===== src/common/wvc_defines.vh =====
// Constants for the watchpoint virtualization control block.
// Assumes inclusion by bare name from design files.
`ifndef WVC_DEFINES_VH
`define WVC_DEFINES_VH

// ****************************************************************
// AXI4-Lite register offsets
// ****************************************************************
`define WVC_OFF_CTRL      12'h000
`define WVC_OFF_STATUS    12'h004
`define WVC_OFF_IRQ_STAT  12'h008
`define WVC_OFF_IRQ_MASK  12'h00c
`define WVC_OFF_SEL       12'h010
`define WVC_OFF_HIGH      12'h014
`define WVC_OFF_LOW       12'h018

// ****************************************************************
// Control register fields
// ****************************************************************
`define WVC_CTRL_ROOT_WR     0
`define WVC_CTRL_GUEST_WR    1
`define WVC_CTRL_GPA_IMPL    2
`define WVC_CTRL_GUEST_MODE  3
`define WVC_CTRL_EXC_LVL     4
`define WVC_CTRL_ERR_LVL     5
`define WVC_CTRL_DEBUG       6
`define WVC_CTRL_RESET       32'h0000_0003

// ****************************************************************
// Watch high register fields
// ****************************************************************
`define WVC_WM_LO            0
`define WVC_WM_HI            1
`define WVC_HIGH_MASK        32'hffff_fffc

// ****************************************************************
// Watch owner field encodings
// ****************************************************************
`define WVC_WM_ROOT_RVA      2'h0
`define WVC_WM_ROOT_GPA      2'h1
`define WVC_WM_GUEST_GVA     2'h2
`define WVC_WM_RESERVED      2'h3

// ****************************************************************
// Interrupt event bits
// ****************************************************************
`define WVC_EV_ROOT_WATCH    0
`define WVC_EV_GUEST_WATCH   1
`define WVC_EV_SENS_TRAP     2
`define WVC_NUM_EV           3

// ****************************************************************
// AXI responses
// ****************************************************************
`define WVC_RESP_OKAY        2'h0
`define WVC_RESP_SLVERR      2'h2

`endif


===== src/hdl/wvc_watch_ctrl.v =====
// Watchpoint virtualization control: pair ownership, guest move filtering,
// owner-field coercion, exception routing and guest watch gating.
// Assumes core-side strobes on i_ref_clk; AXI4-Lite master for registers.
//
// Implementation choices: the address map and the AXI4-Lite register port.
`timescale 1ns/10ps
`include "wvc_defines.vh"
`default_nettype none

module wvc_watch_ctrl #(
    parameter N_PAIRS = 4,
    parameter SEL_W   = 2
) (
    input  wire              i_ref_clk,
    input  wire              i_srst,
    // AXI4-Lite slave
    input  wire [11:0]       i_awaddr,
    input  wire              i_awvalid,
    output reg               o_awready,
    input  wire [31:0]       i_wdata,
    input  wire [3:0]        i_wstrb,
    input  wire              i_wvalid,
    output reg               o_wready,
    output reg  [1:0]        o_bresp,
    output reg               o_bvalid,
    input  wire              i_bready,
    input  wire [11:0]       i_araddr,
    input  wire              i_arvalid,
    output reg               o_arready,
    output reg  [31:0]       o_rdata,
    output reg  [1:0]        o_rresp,
    output reg               o_rvalid,
    input  wire              i_rready,
    // Core move port
    input  wire              i_mv_valid,
    input  wire              i_mv_guest,
    input  wire              i_mv_write,
    input  wire              i_mv_high,
    input  wire [SEL_W-1:0]  i_mv_pair,
    input  wire [31:0]       i_mv_wdata,
    output reg               o_mv_rvalid,
    output reg  [31:0]       o_mv_rdata,
    output reg               o_guest_sensitive_trap,
    // Address match from comparators, one bit per pair
    input  wire [N_PAIRS-1:0] i_match,
    output reg               o_root_watch_exc,
    output reg               o_guest_watch_exc,
    output reg               o_guest_watch_en,
    output reg               o_guest_mode_eff,
    output reg               o_map_from_root,
    output reg               o_irq
);

    // ****************************************************************
    // Registers
    // ****************************************************************
    reg  [31:0] ctrl_q;
    reg  [31:0] watch_high_reg [0:N_PAIRS-1];
    reg  [31:0] watch_low_reg  [0:N_PAIRS-1];
    reg  [SEL_W-1:0] sel_q;
    reg  [`WVC_NUM_EV-1:0] irq_stat_q;
    reg  [`WVC_NUM_EV-1:0] irq_mask_q;
    reg  [11:0] awaddr_q;
    reg  [31:0] wdata_q;
    reg  [3:0]  wstrb_q;
    reg         aw_have_q;
    reg         w_have_q;
    integer     k;
    integer     m;

    wire root_wr_present  = ctrl_q[`WVC_CTRL_ROOT_WR];
    wire guest_wr_present = ctrl_q[`WVC_CTRL_GUEST_WR];
    wire gpa_impl         = ctrl_q[`WVC_CTRL_GPA_IMPL];
    wire debug_mode_flag  = ctrl_q[`WVC_CTRL_DEBUG];
    // Debug forces guest mode off
    wire guest_mode_flag  = ctrl_q[`WVC_CTRL_GUEST_MODE] & ~debug_mode_flag;
    wire exception_level_flag = ctrl_q[`WVC_CTRL_EXC_LVL];
    wire error_level_flag     = ctrl_q[`WVC_CTRL_ERR_LVL];
    wire guest_watch_on = guest_mode_flag & ~exception_level_flag
                          & ~error_level_flag & ~debug_mode_flag;

    // ****************************************************************
    // Owner field coercion
    // ****************************************************************
    function [1:0] wvc_coerce;
        input [1:0] wm;
        input       guest_physical_addr;
        input       gwr;
        begin
            wvc_coerce = wm;
            if (!gwr)
                wvc_coerce = {1'b0, wm[0] & guest_physical_addr};
            else if (wm == `WVC_WM_RESERVED)
                wvc_coerce = `WVC_WM_GUEST_GVA;
            else if (wm == `WVC_WM_ROOT_GPA && !guest_physical_addr)
                wvc_coerce = `WVC_WM_ROOT_RVA;
        end
    endfunction

    // ****************************************************************
    // Guest move decode
    // ****************************************************************
    wire [1:0] pair_wm = watch_high_reg[i_mv_pair][`WVC_WM_HI:`WVC_WM_LO];
    wire guest_owns    = pair_wm[`WVC_WM_HI];
    wire g_mv   = i_mv_valid & i_mv_guest;
    wire r_mv   = i_mv_valid & ~i_mv_guest & root_wr_present;
    wire g_trap = g_mv & guest_wr_present & ~guest_owns;
    // Guest owned pair: direct access, no trap
    wire g_ok   = g_mv & guest_wr_present & guest_owns;
    wire [31:0] pair_val = i_mv_high ? watch_high_reg[i_mv_pair]
                                     : watch_low_reg[i_mv_pair];

    // ****************************************************************
    // AXI4-Lite write
    // ****************************************************************
    wire do_wr = aw_have_q & w_have_q & ~o_bvalid;
    wire do_rd = i_arvalid & o_arready;
    wire rd_stat = do_rd & (i_araddr == `WVC_OFF_IRQ_STAT);

    function [31:0] wvc_merge;
        input [31:0] old;
        input [31:0] nv;
        input [3:0]  st;
        integer b;
        begin
            wvc_merge = old;
            for (b = 0; b < 4; b = b + 1)
                if (st[b])
                    wvc_merge[b*8 +: 8] = nv[b*8 +: 8];
        end
    endfunction

    wire [31:0] wr_val = wvc_merge(
        (awaddr_q == `WVC_OFF_CTRL)     ? ctrl_q :
        (awaddr_q == `WVC_OFF_HIGH)     ? watch_high_reg[sel_q] :
        (awaddr_q == `WVC_OFF_LOW)      ? watch_low_reg[sel_q] :
        32'h0000_0000, wdata_q, wstrb_q);

    wire wr_known = (awaddr_q == `WVC_OFF_CTRL) || (awaddr_q == `WVC_OFF_IRQ_MASK) ||
                    (awaddr_q == `WVC_OFF_SEL) || (awaddr_q == `WVC_OFF_HIGH) ||
                    (awaddr_q == `WVC_OFF_LOW);

    // ****************************************************************
    // Events
    // ****************************************************************
    reg [N_PAIRS-1:0] root_hit;
    reg [N_PAIRS-1:0] guest_hit;
    always @* begin
        for (k = 0; k < N_PAIRS; k = k + 1) begin
            // Guest pairs watch only when guest watching enabled
            guest_hit[k] = i_match[k] & guest_wr_present
                           & watch_high_reg[k][`WVC_WM_HI] & guest_watch_on;
            root_hit[k]  = i_match[k] & root_wr_present
                           & ~(guest_wr_present & watch_high_reg[k][`WVC_WM_HI]);
        end
    end
    wire [`WVC_NUM_EV-1:0] ev = {g_trap, |guest_hit, |root_hit};

    always @(posedge i_ref_clk) begin
        if (i_srst) begin
            ctrl_q     <= `WVC_CTRL_RESET;
            sel_q      <= {SEL_W{1'b0}};
            irq_stat_q <= {`WVC_NUM_EV{1'b0}};
            irq_mask_q <= {`WVC_NUM_EV{1'b0}};
            awaddr_q   <= 12'h000;
            wdata_q    <= 32'h0000_0000;
            wstrb_q    <= 4'h0;
            aw_have_q  <= 1'b0;
            w_have_q   <= 1'b0;
            o_awready  <= 1'b0;
            o_wready   <= 1'b0;
            o_bvalid   <= 1'b0;
            o_bresp    <= `WVC_RESP_OKAY;
            o_arready  <= 1'b0;
            o_rvalid   <= 1'b0;
            o_rdata    <= 32'h0000_0000;
            o_rresp    <= `WVC_RESP_OKAY;
            o_mv_rvalid <= 1'b0;
            o_mv_rdata  <= 32'h0000_0000;
            o_guest_sensitive_trap <= 1'b0;
            o_root_watch_exc  <= 1'b0;
            o_guest_watch_exc <= 1'b0;
            o_guest_watch_en  <= 1'b0;
            o_guest_mode_eff  <= 1'b0;
            o_map_from_root   <= 1'b1;
            o_irq             <= 1'b0;
            for (m = 0; m < N_PAIRS; m = m + 1) begin
                watch_high_reg[m] <= 32'h0000_0000;
                watch_low_reg[m]  <= 32'h0000_0000;
            end
        end else begin
            // Address/data capture, either order
            o_awready <= ~aw_have_q;
            o_wready  <= ~w_have_q;
            if (i_awvalid & o_awready) begin
                aw_have_q <= 1'b1;
                awaddr_q  <= i_awaddr;
                o_awready <= 1'b0;
            end
            if (i_wvalid & o_wready) begin
                w_have_q <= 1'b1;
                wdata_q  <= i_wdata;
                wstrb_q  <= i_wstrb;
                o_wready <= 1'b0;
            end
            if (o_bvalid & i_bready)
                o_bvalid <= 1'b0;
            if (do_wr) begin
                aw_have_q <= 1'b0;
                w_have_q  <= 1'b0;
                o_bvalid  <= 1'b1;
                o_bresp   <= wr_known ? `WVC_RESP_OKAY : `WVC_RESP_SLVERR;
                case (awaddr_q)
                    // Guest bit is root-writable
                    `WVC_OFF_CTRL: ctrl_q <= {25'h0000000, wr_val[6:0]};
                    `WVC_OFF_IRQ_MASK: irq_mask_q <= wdata_q[`WVC_NUM_EV-1:0];
                    `WVC_OFF_SEL: sel_q <= wdata_q[SEL_W-1:0];
                    `WVC_OFF_HIGH: begin
                        if (root_wr_present)
                            watch_high_reg[sel_q] <= {wr_val[31:2],
                                wvc_coerce(wr_val[1:0], gpa_impl, guest_wr_present)};
                    end
                    `WVC_OFF_LOW: begin
                        if (root_wr_present)
                            watch_low_reg[sel_q] <= wr_val;
                    end
                    default: begin
                    end
                endcase
            end
            // Read channel
            o_arready <= ~o_rvalid;
            if (o_rvalid & i_rready)
                o_rvalid <= 1'b0;
            if (do_rd) begin
                o_arready <= 1'b0;
                o_rvalid  <= 1'b1;
                o_rresp   <= `WVC_RESP_OKAY;
                case (i_araddr)
                    `WVC_OFF_CTRL:     o_rdata <= ctrl_q;
                    `WVC_OFF_STATUS:   o_rdata <= {28'h0000000, guest_owns_any(1'b0),
                                          guest_watch_on, guest_mode_flag, debug_mode_flag};
                    `WVC_OFF_IRQ_STAT: o_rdata <= {29'h0000000, irq_stat_q};
                    `WVC_OFF_IRQ_MASK: o_rdata <= {29'h0000000, irq_mask_q};
                    `WVC_OFF_SEL:      o_rdata <= {{(32-SEL_W){1'b0}}, sel_q};
                    `WVC_OFF_HIGH:     o_rdata <= root_wr_present ? watch_high_reg[sel_q]
                                                                  : 32'h0000_0000;
                    `WVC_OFF_LOW:      o_rdata <= root_wr_present ? watch_low_reg[sel_q]
                                                                  : 32'h0000_0000;
                    default: begin
                        o_rdata <= 32'h0000_0000;
                        o_rresp <= `WVC_RESP_SLVERR;
                    end
                endcase
            end
            // Sticky events: set wins over read clear
            irq_stat_q <= (rd_stat ? {`WVC_NUM_EV{1'b0}} : irq_stat_q) | ev;
            o_irq <= |(((rd_stat ? {`WVC_NUM_EV{1'b0}} : irq_stat_q) | ev) & irq_mask_q);

            // Core moves
            o_mv_rvalid <= i_mv_valid & ~i_mv_write;
            o_mv_rdata  <= 32'h0000_0000;
            o_guest_sensitive_trap <= g_trap;
            if (r_mv) begin
                if (i_mv_write) begin
                    if (i_mv_high)
                        watch_high_reg[i_mv_pair] <= {i_mv_wdata[31:2],
                            wvc_coerce(i_mv_wdata[1:0], gpa_impl, guest_wr_present)};
                    else
                        watch_low_reg[i_mv_pair] <= i_mv_wdata;
                end else
                    o_mv_rdata <= pair_val;
            end else if (g_ok) begin
                // Guest moves never touch the owner field
                if (i_mv_write) begin
                    if (i_mv_high)
                        watch_high_reg[i_mv_pair] <= (i_mv_wdata & `WVC_HIGH_MASK)
                            | (watch_high_reg[i_mv_pair] & ~`WVC_HIGH_MASK);
                    else
                        watch_low_reg[i_mv_pair] <= i_mv_wdata;
                end else
                    o_mv_rdata <= i_mv_high ? (pair_val & `WVC_HIGH_MASK) : pair_val;
            end
            // Guest with no guest watch: write dropped, read zero

            o_root_watch_exc  <= |root_hit;
            o_guest_watch_exc <= |guest_hit;
            o_guest_watch_en  <= guest_watch_on;
            o_guest_mode_eff  <= guest_mode_flag;
            o_map_from_root   <= debug_mode_flag | ~guest_mode_flag;
        end
    end

    function guest_owns_any;
        input dummy;
        integer j;
        begin
            guest_owns_any = dummy;
            for (j = 0; j < N_PAIRS; j = j + 1)
                guest_owns_any = guest_owns_any | watch_high_reg[j][`WVC_WM_HI];
        end
    endfunction

endmodule

`default_nettype wire

===== config.mk =====
export PLATFORM = sky130hd
export DESIGN_NAME = wvc_watch_ctrl
export DESIGN_NICKNAME = d
export VERILOG_FILES = /design/src/hdl/wvc_watch_ctrl.v
export VERILOG_INCLUDE_DIRS = /design/src /design/src/common
export SDC_FILE = /design/constraint.sdc
export NUM_CORES = 1
export LEC_CHECK = 0
export BUFFER_PORTS_ARGS = -buffer_cell sky130_fd_sc_hd__clkbuf_2
export CORE_ASPECT_RATIO = 1.4
export CORE_MARGIN = 5
export CORE_UTILIZATION = 45
export CTS_CLUSTER_SIZE = 10
export DETAILED_ROUTE_END_ITERATION = 16
export SKIP_LAST_GASP = 1
export SYNTH_ARGS = -nofsm -noshare
export SYNTH_HDL_FRONTEND = slang
export SYNTH_SLANG_ARGS = --single-unit

===== constraint.sdc =====
create_clock -name i_ref_clk -period 6.2 [get_ports i_ref_clk]
set_clock_uncertainty 0.15 [all_clocks]
set_input_delay 1.86 -clock i_ref_clk [delete_from_list [all_inputs] [get_ports i_ref_clk]]
set_output_delay 1.86 -clock i_ref_clk [all_outputs]
set_load 0.02 [all_outputs]

---- Yosys cells after proc, flatten, opt, wreduce, memory -nomap -nowiden ----
Memory sizes are Yosys's and may differ from the RTL's. A register that Yosys moved wholly into a read port is not among the register bits.
Index checks and enable logic that the tools add are counted.
word-level totals
  memories ................................ 2
  memory bits (writable) .................. 256
  word-level logic and storage cells ...... 221
  bits in registers ....................... 146
  output and inout bits ................... 81
memories
  name            words  width  rd ports  clocked after Yosys merged registers in  write ports  RTL line             RTL
  watch_high_reg  4      32     6         1                                        4            wvc_watch_ctrl.v:58  reg [31:0] watch_high_reg [0:N_PAIRS-1];
  watch_low_reg   4      32     2         1                                        4            wvc_watch_ctrl.v:59  reg [31:0] watch_low_reg [0:N_PAIRS-1];
cells by class
  mux-type cells .......................... 84
  eq/ne operators ......................... 14
  bitwise gates (word level) .............. 69
  reduce and logical (&&, ||, !) cells .... 26
operators by type and width
  cell                                            count
  2-to-1 mux 32 bit                               16
  one-hot mux 32 bit (7 select lines)             1
  OR reduction 32 bit                             4
  == test 12 x 5 -> 1 bit, second input constant  6
  2-to-1 mux 2 bit                                25
  AND 1 bit                                       45
  2-to-1 mux 1 bit                                37
  == test 12 x 4 -> 1 bit, second input constant  3
  2-to-1 mux 8 bit                                4
  OR 32 x 2 -> 32 bit                             1
  zero test 12 bit                                2
  NOT 1 bit                                       15
  == test 12 x 3 -> 1 bit, second input constant  1
  OR reduction 2 bit                              4
  OR reduction 4 bit                              2
  OR reduction 7 bit                              1
  OR 1 bit                                        6
  AND reduction 2 bit                             3
  == test 2 x 1 -> 1 bit, second input constant   2
  == test 2 bit, second input constant            2
  logical OR 1 bit                                4
  nonzero test 2 bit                              2
  AND 3 bit                                       1
  2-to-1 mux 3 bit                                1
  4 further kinds                                 5

---- Logic depth before layout (Yosys ltp) ----
Gate-level depths: netlist of the first run.
  word-level depth ........................ 15
  gate-level depth with buffers ........... 9
  depth with buffers taken out ............ 5

---- Worst setup path after synthesis of the first run ----
OpenSTA, ideal clock, no wires.
  path kind ............................... input-to-reg
  start ................................... in i_srst
  end ..................................... mem watch_low_reg[1][0], enable pin
  buffers on the path ..................... 3
  required time ........................... 5,584 ps
  setup slack ............................. 360 ps
  setup time .............................. 466 ps
  cell stages on the path ................. 7
  arrival ................................. 5,225 ps
  cells stage by stage .................... buf_4 > and3b_1 > nand4_2 > or2_0 > buf_2 > clkbuf_1 > o21ai_0
RTL lines
  item                RTL line             RTL
  start: declaration  wvc_watch_ctrl.v:15  input wire i_srst,
  end: declaration    wvc_watch_ctrl.v:59

==> flow_summary.yaml, run 1 <==
synthesis:
  yosysWarnings: 0
  syn_area_per_cell_um2: 11.6
  synthCells: 1791
  async_flop_share_pct: 0
  synthTopCellsByArea: "edfxtp_1 37%, dfxtp_1 14%, mux4_2 14%, nand2_1 6.1%, a22o_1 3.2%"
  synth.largest_area_cell: "edfxtp_1"
  synth_common_cells: "336 x nand2_1, 256 x edfxtp_1, 146 x dfxtp_1"
  synth_edf_count: 256
  synth_top_area_share_pct: 37.0
  ys_dominant_reg_cell: "edfxtp_1"
  synth-seq-cells: 402
  synth.distinct_cells: 75
  syn_area_um2: 20800
  synth-seq-area-share_pct: 51.1
  yosysMostFrequentCell: "nand2_1"
sta:
  post-route-period-util_pct: 70.4
  relSlewSlack_pct: 13.6
  layout_setup_ws_ns: 1.83
  rsz0062_at_grt: "false"
  setup_viol: 0
  slew_viol_final: 0
  clock.fmax_mhz: 229
  hold_viol_final: 0
  fin_hold_ws_ns: 0.300
  fin_tns_setup_ns: 0
  worst_pin_slew_ns: 1.29
  min_period_ns: 4.37
worst_setup_path:
  arrival_ns: 4.41
  path_class: "input port to register"
  endpoint_kind: "register"
  start_kind: "input port"
  rrSetupSlack_ns: 2.30
  path_buf_inv: 3
  cp_top_family: "buffers and inverters"
  reg2reg_depth: 5
  crit_chain: "buf_2, nand4_1, o2bb2ai_2, and3_1, buf_4, a211o_1, buf_4"
  path_max_fanout: 41
  critPathLaunch: "i_mv_pair[1]"
  path_depth: 7
  rr_endpoint: "watch_high_reg[3][17]"
  endpoint: "watch_low_reg[3][16]"
  r2r_start: "awaddr_q[2]"
  crit_top_cell: "buf_4"
  slowest_delay_ns: 0.52
  cp_slowest_cell: "buf_4"
  cp.required_ns: 6.24
pwr:
  fin_total_pwr_mw: 6.04
  peakVddDrop_v: 0.000169
  p_leak_nw: 8.25
  power_density_nw_per_um2: 258
clocking:
  insertion_delay_ns: 0.56
  tritoncts: "yes"
  cts-root-buf: "clkbuf_16"
  cts_buffers: 46
  postCtsHoldBufs: 0
  post_cts_buffers: 0
  ctsResizeCount: 0
  cts.clk_slew.worst_paths_ns: 0.06
  cts_sinks: 402
  htree_levels: 2
  cts_max_path_buffers: 3
placed_design:
  place.detailed.hpwl_mm: 44.0
  gp_congestion: 0.906
  portBuffers: 187
  dp_cells: 2461
  dp_slack_ns: 1.17
route:
  drtPass1Iterations: 5
  totalWireLength_mm: 68.6
  drc: 0
  wl_per_cell_um: 27.0
  vias_per_cell: 6.28
  ant_nets: 0
  via_count: 16000
  drt_iter0_drc: 1574
global_routing:
  antenna_found_initial: 1
  grt_usage_pct: 26.7
  grt_pass1_wl_mm: 102
  grt_pass1_vias: 16100
  grt_max_degree: 70
  overflow: 0
final_layout:
  multi_input_area_um2: 9340
  fin_cells: 2543
  regArea_um2: 10600
  finalNetCount: 2002
  fillers: 4113
  area_growth_pct: 12.7
  drive_gt1_share_pct: 27.2
floorplan:
  core_area_um2: 45800
  initial_core_util_pct: 45.3
  die_h_um: 264
  dieArea_um2: 50600
  die_x_um: 191
  pin_count: 190
  placementRows: 93
run_status:
  status: "completed"
worst_hold_path:
  hp-class: "register to register"
flow_run:
  maxCapViolCount: 0
==> power breakdown <==
| part | internal [mW] | total, mW | switching (mW) |
|---|---|---|---|
| Sequential | 2.93 | 3.00 | 0.0653 |
| Clock | 1.39 | 2.46 | 1.07 |
| Combinational | 0.201 | 0.580 | 0.379 |
| Total | 4.53 | 6.04 | 1.51 |
==> layout by cell type, fill, tap and decap left out, drive strengths merged, types with 4 or more instances in the layout <==
cell     synthesis  final
nand2          336    336
clkbuf          91    263
edfxtp         256    256
o21ai          199    199
dfxtp          146    146
mux4           129    129
nor2            86     86
a22o            75     75
a21oi           69     69
a22oi           64     64
buf             87     46
mux2i           43     43
o31ai           31     31
nor3            18     18
inv             15     15
o22ai           13     13
nand4           11     11
and2            11     11
nand3            8      8
nor2b            8      8
and3             8      8
nand2b           7      7
or3              6      6
a31o             5      5
nor4             5      5
or2              5      5
and4             4      4
o211ai           4      4
and3b            4      4
a2111oi          4      4
o2bb2ai          4      4
==> how the worst min path moves through the flow <==
stage	start	to	slack, ns	cells after the start
finish	w_have_q	o_wready	0.30	1
global route	wdata_q[28]	wdata_q[28]	0.33	2
CTS	w_have_q	o_wready	0.30	1
detailed placement	w_have_q	o_wready	0.29	1
global placement	aw_have_q	o_awready	0.28	1
floorplan	aw_have_q	o_awready	0.27	1
==> through the flow <==
| step | utilization (%) | area, µm² |
|---|---|---|
| finish | 51.0 | 23400 |
| global route | 51.0 | 23400 |
| floorplan | - | 20800 |
| detailed placement | 48.1 | 22100 |
| CTS | 51.0 | 23400 |
| global placement | 48.1 | 22100 |
==> area by class of cell <==
cell class	instances	share of cell area [%]
antenna	1	0.0107
clock buffer	78	5.48
clock inverter	2	0.0910
inverter	15	0.241
multi-input combinational	1197	39.9
sequential	402	45.4
tap	617	3.30
timing repair buffer	231	5.53
==> per-layer routing <==
| layer | vias up | GRT usage [%] | wire [µm] |
|---|---|---|---|
| li1 | 6990 | - | - |
| met3 | 206 | 4.47 | 5690 |
| met1 | 7930 | 32.9 | 25200 |
| met4 | 0 | 12.7 | 3600 |
| met5 | - | 0 | 0 |
| met2 | 845 | 45.5 | 34100 |
==> kinds of logic (layout without fill, tap and decap cells) <==
family          after synthesis  count (layout)  synth area share (%)
buf+inv                     193             326                  4.22
other cells                   1               3                0.0181
flops                       402             402                  51.1
simple gates                531             531                  11.3
mux                         173             173                  16.1
compound gates              491             491                  17.2
No activity file was read; power rests on OpenSTA's default activity.
==> run 2: changes to the inputs <==
Settings changed: PLACE_DENSITY set to 0.66.
Clock period 6.2 ns to 3.9 ns, I/O delays scaled along.
==> run 2 against run 1 <==
Effect of this change:
- die area did not move
- register-to-register slack lost 1.5 ns
- via count increased by 2.6%
- sequential share of layout area decreased by 0.96 points
- global-route usage shrank 0.24 points
- first-iteration DRC count up 6.1%
- non-clock buffer count increased by 43
- clock-buffer cell count increased by 4
- clock power up 63%
- critical path depth unchanged
- worst hold slack got worse by 0.0049 ns
- critical endpoint is now watch_low_reg[1][2]
- highest routed layer is now met5
==> flow_summary.yaml, run 2 (same netlist as run 1, synthesis figures left out) <==
run_status:
  status: "completed"
worst_setup_path:
  start_kind: "register"
  crit_chain: "buf_4, nor4b_2, and3_1, buf_4, a22oi_1, a2bb2oi_2, a22o_1"
  endpoint_kind: "register"
  arrival_ns: 3.36
  cp_slowest_cell: "nor4b_2"
  crit_top_cell: "buf_4"
  path_max_fanout: 30
  path_buf_inv: 2
  path_class: "register to register"
  cp.required_ns: 4.18
  cp_top_family: "compound AO/OA/AOI/OAI gates"
  slowest_delay_ns: 0.63
clocking:
  cts.clk_slew.worst_paths_ns: 0.06
  postCtsHoldBufs: 0
  post_cts_buffers: 0
  htree_levels: 2
  ctsResizeCount: 0
  tritoncts: "yes"
  cts-root-buf: "clkbuf_16"
  insertion_delay_ns: 0.57
  cts_max_path_buffers: 3
  cts_buffers: 46
  cts_sinks: 402
route:
  vias_per_cell: 6.32
  drc: 0
  drt_iter0_drc: 1670
  ant_nets: 0
  totalWireLength_mm: 68.4
  drtPass1Iterations: 7
  via_count: 16400
  wl_per_cell_um: 26.4
worst_hold_path:
  hp-class: "register to register"
sta:
  hold_viol_final: 0
  post-route-period-util_pct: 79.0
  slew_viol_final: 0
  min_period_ns: 3.08
  worst_pin_slew_ns: 0.911
  layout_setup_ws_ns: 0.821
  rsz0062_at_grt: "false"
  setup_viol: 0
  clock.fmax_mhz: 325
  relSlewSlack_pct: 39.2
final_layout:
  stdcell_area_um2: 23900
  finalNetCount: 2045
  fillers: 4014
  utilization_pct: 52.1
  drive_gt1_share_pct: 28.7
  regArea_um2: 10600
  final_cell_mix: "336 x nand2_1, 256 x edfxtp_1, 185 x clkbuf_2"
  fin_cells: 2591
  area_growth_pct: 15.1
  multi_input_area_um2: 9340
  mostFrequentLayoutCell: "nand2_1"
global_routing:
  grt_pass1_wl_mm: 102
  grt_pass1_vias: 16600
  overflow: 0
  antenna_found_initial: 3
  grt_usage_pct: 26.5
  grt_max_degree: 65
floorplan:
  die_h_um: 264
  initial_core_util_pct: 45.3
  core_area_um2: 45800
  placementRows: 93
  die_x_um: 191
  dieArea_um2: 50600
  pin_count: 190
placed_design:
  dp_cells: 2505
  gp_congestion: 0.922
  placed_area_um2: 22500
  portBuffers: 187
  place.detailed.hpwl_mm: 44.8
  dp_slack_ns: 0.345
pwr:
  p_leak_nw: 8.52
  peakVddDrop_v: 0.000308
  power_density_nw_per_um2: 408
flow_run:
  maxCapViolCount: 0
==> run 2: cell types whose count changed in the layout (fill, tap and decap cells not counted) <==
cell / delta
clkinv_8: -1
and3_2: -2
inv_6: +1
clkbuf_8: +1
clkbuf_16: +1
buf_2: -1
diode_2: +1
buf_12: +10
buf_4: +34
inv_16: +1
and3_1: +2
clkbuf_1: +2
clkinv_2: -1
==> run 2: layout make-up <==
class	instances	share of cell area (%)
clock inverters	2	0.120
diodes	2	0.0210
multi-input cells	1197	39.1
well taps	617	3.23
flip-flops and latches	402	44.4
inverters	15	0.236
repair buffers	274	7.30
clock buffers	82	5.56
==> run 2: power breakdown <==
group	switching, mW	internal (mW)
Sequential	0.0937	4.66
Clock	1.73	2.29
Combinational	0.616	0.346
==> run 2: path summary, 6_finish.rpt <==
kind / endpoint / start / cells after the start / slack, ns
min reg2reg: o_arready / o_rvalid / 1 / 0.29
max reg2reg: watch_low_reg[1][2] / awaddr_q[4] / 7 / 0.82
max: watch_low_reg[1][2] / awaddr_q[4] / 7 / 0.82
min: o_arready / o_rvalid / 1 / 0.29
==> run 2: worst reg2reg max path: stages, from the launching register on <==
cell and delay, ns:
dfxtp_1 0.31, buf_4 0.16, nor4b_2 0.63, and3_1 0.27, buf_4 0.50, a22oi_1 0.23, a2bb2oi_2 0.48, a22o_1 0.22
==> run 2: per-stage QoR <==
step | total power [mW] | setup TNS, ns | hold slack (ns)
floorplan | 5.41 | -46.63 | 0.268
global placement | 5.77 | 0 | 0.274
detailed placement | 5.79 | 0 | 0.286
CTS | 9.77 | 0 | 0.298
global route | 10.0 | 0 | 0.321
finish | 9.74 | 0 | 0.295
==> run 2: metal layers <==
metal  global-route usage [%]  part of all wire [%]
met1                     31.9                    35
met2                     45.6                    50
met3                     4.89                   9.4
met4                     12.5                   5.3
met5                        0                 0.028
==> run 3: changes to the inputs <==
Settings changed: PLACE_DENSITY 0.66 to unset.
Clock period 3.9 ns to 3.15 ns, I/O delays scaled along.
==> run 3 against run 2 <==
Effect of this change:
- maximum frequency rose by 12%
- critical path depth fell by 1
- flip-flop and latch count did not move
- final area rose by 1.6%
- core utilization rose by 0.86 points
- first-iteration DRC count fell by 2.4%
- largest cell class unchanged
- critical endpoint is now watch_high_reg[3][8]
==> flow_summary.yaml, run 3 (same netlist as run 1, synthesis figures left out) <==
sta:
  relSlewSlack_pct: 36.6
  min_period_ns: 2.76
  setup_viol: 0
  clock.fmax_mhz: 363
  rsz0062_at_grt: "false"
  worst_pin_slew_ns: 0.950
  slew_viol_final: 0
  hold_viol_final: 0
  post-route-period-util_pct: 87.6
  fin_hold_ws_ns: 0.287
  layout_setup_ws_ns: 0.392
placed_design:
  place.detailed.hpwl_mm: 46.9
  portBuffers: 187
  dp_slack_ns: -0.0278
  gp_congestion: 0.886
clocking:
  ctsResizeCount: 0
  postCtsHoldBufs: 0
  htree_levels: 2
  tritoncts: "yes"
  cts_sinks: 402
  cts_buffers: 47
  cts-root-buf: "clkbuf_16"
  post_cts_buffers: 0
  insertion_delay_ns: 0.57
  cts_max_path_buffers: 3
  cts.clk_slew.worst_paths_ns: 0.06
route:
  totalWireLength_mm: 70.8
  vias_per_cell: 6.28
  wl_per_cell_um: 27.1
  drtPass1Iterations: 5
  ant_nets: 0
  drc: 0
  drt_iter0_drc: 1630
  via_count: 16400
worst_setup_path:
  slowest_delay_ns: 0.75
  r2r_start: "awaddr_q[2]"
  cp.required_ns: 3.37
  crit_chain: "nor4_1, and4_1, buf_4, nor2_2, a22oi_2, o31ai_1"
  endpoint_kind: "register"
  cp_slowest_cell: "nor2_2"
  arrival_ns: 2.98
  path_class: "register to register"
  path_max_fanout: 10
  start_kind: "register"
  critPathLaunch: "awaddr_q[2]"
floorplan:
  dieArea_um2: 50600
  placementRows: 93
  die_x_um: 191
  pin_count: 190
  core_area_um2: 45800
  initial_core_util_pct: 45.3
  die_h_um: 264
final_layout:
  finalNetCount: 2068
  fillers: 4025
  utilization_pct: 53.0
  mostFrequentLayoutCell: "nand2_1"
  multi_input_area_um2: 9340
  drive_gt1_share_pct: 29.7
  area_growth_pct: 17.0
  regArea_um2: 10600
  final_cell_mix: "336 x nand2_1, 256 x edfxtp_1, 184 x clkbuf_2"
global_routing:
  grt_max_degree: 65
  grt_pass1_vias: 16900
  grt_usage_pct: 27.5
  antenna_found_initial: 3
  grt_pass1_wl_mm: 105
  overflow: 0
pwr:
  power_density_nw_per_um2: 500
  peakVddDrop_v: 0.000439
  fin_total_pwr_mw: 12.1
  p_leak_nw: 8.72
worst_hold_path:
  holdCritStartpoint: "o_rvalid"
  hp-class: "register to register"
run_status:
  status: "completed"
flow_run:
  maxCapViolCount: 0
run 3: cell types whose count changed in the layout (fill, tap and decap cells not counted), moves of 2 or more:
cell      previous run  this run
buf_12              12        29
clkbuf_1            33        30
buf_4               77        82
clkinv_2             0         2
run 3: final timing paths:
kind | depth (start not counted) | slack [ns] | endpoint
worst max-delay path | 6 | 0.39 | watch_high_reg[3][8]
worst min-delay path | 1 | 0.29 | o_arready
worst max register to register | 6 | 0.39 | watch_high_reg[3][8]
worst min register to register | 1 | 0.29 | o_arready
run 3: area by class of cell:
type	instances	area share, %
clock inverter	5	0.180
timing repair buffer	296	8.74
inverter	15	0.232
tap	617	3.18
sequential	402	43.7
clock buffer	79	5.47
multi-input combinational	1197	38.5
antenna	2	0.0206
run 3: through the flow:
step | instance area, µm² | setup TNS [ns] | std cells
floorplan | 20800 | -97.03 | 1792
finish | 24300 | 0 | 2613
global route | 24300 | 0 | 2613
global placement | 22900 | 0 | 2527
detailed placement | 22900 | -0.376 | 2527
CTS | 24300 | 0 | 2611
run 3: worst max-delay path: cells and delay by family, from the launching register on:
| kind | cells | cell delay, ns |
|---|---|---|
| compound gates | 2 | 0.59 |
| flops | 1 | 0.52 |
| buf+inv | 1 | 0.22 |
| simple gates | 3 | 1.09 |
run 3: where the power goes:
| part | internal, mW | switching (mW) | total (mW) |
|---|---|---|---|
| combinational | 0.456 | 0.784 | 1.24 |
| sequential | 5.77 | 0.119 | 5.89 |
| clock | 2.86 | 2.16 | 5.01 |
| total | 9.09 | 3.06 | 12.1 |
run 3: routing by layer:
layer / share of wire, % / vias up / GRT usage [%] / wire length (µm)
met5: 0.028 / - / 0 / 20
met4: 4.2 / 2 / 11.9 / 2950
met3: 8.4 / 173 / 4.10 / 5910
met2: 51 / 965 / 47.9 / 36200
met1: 36 / 8134 / 33.9 / 25600
li1: - / 7136 / - / -
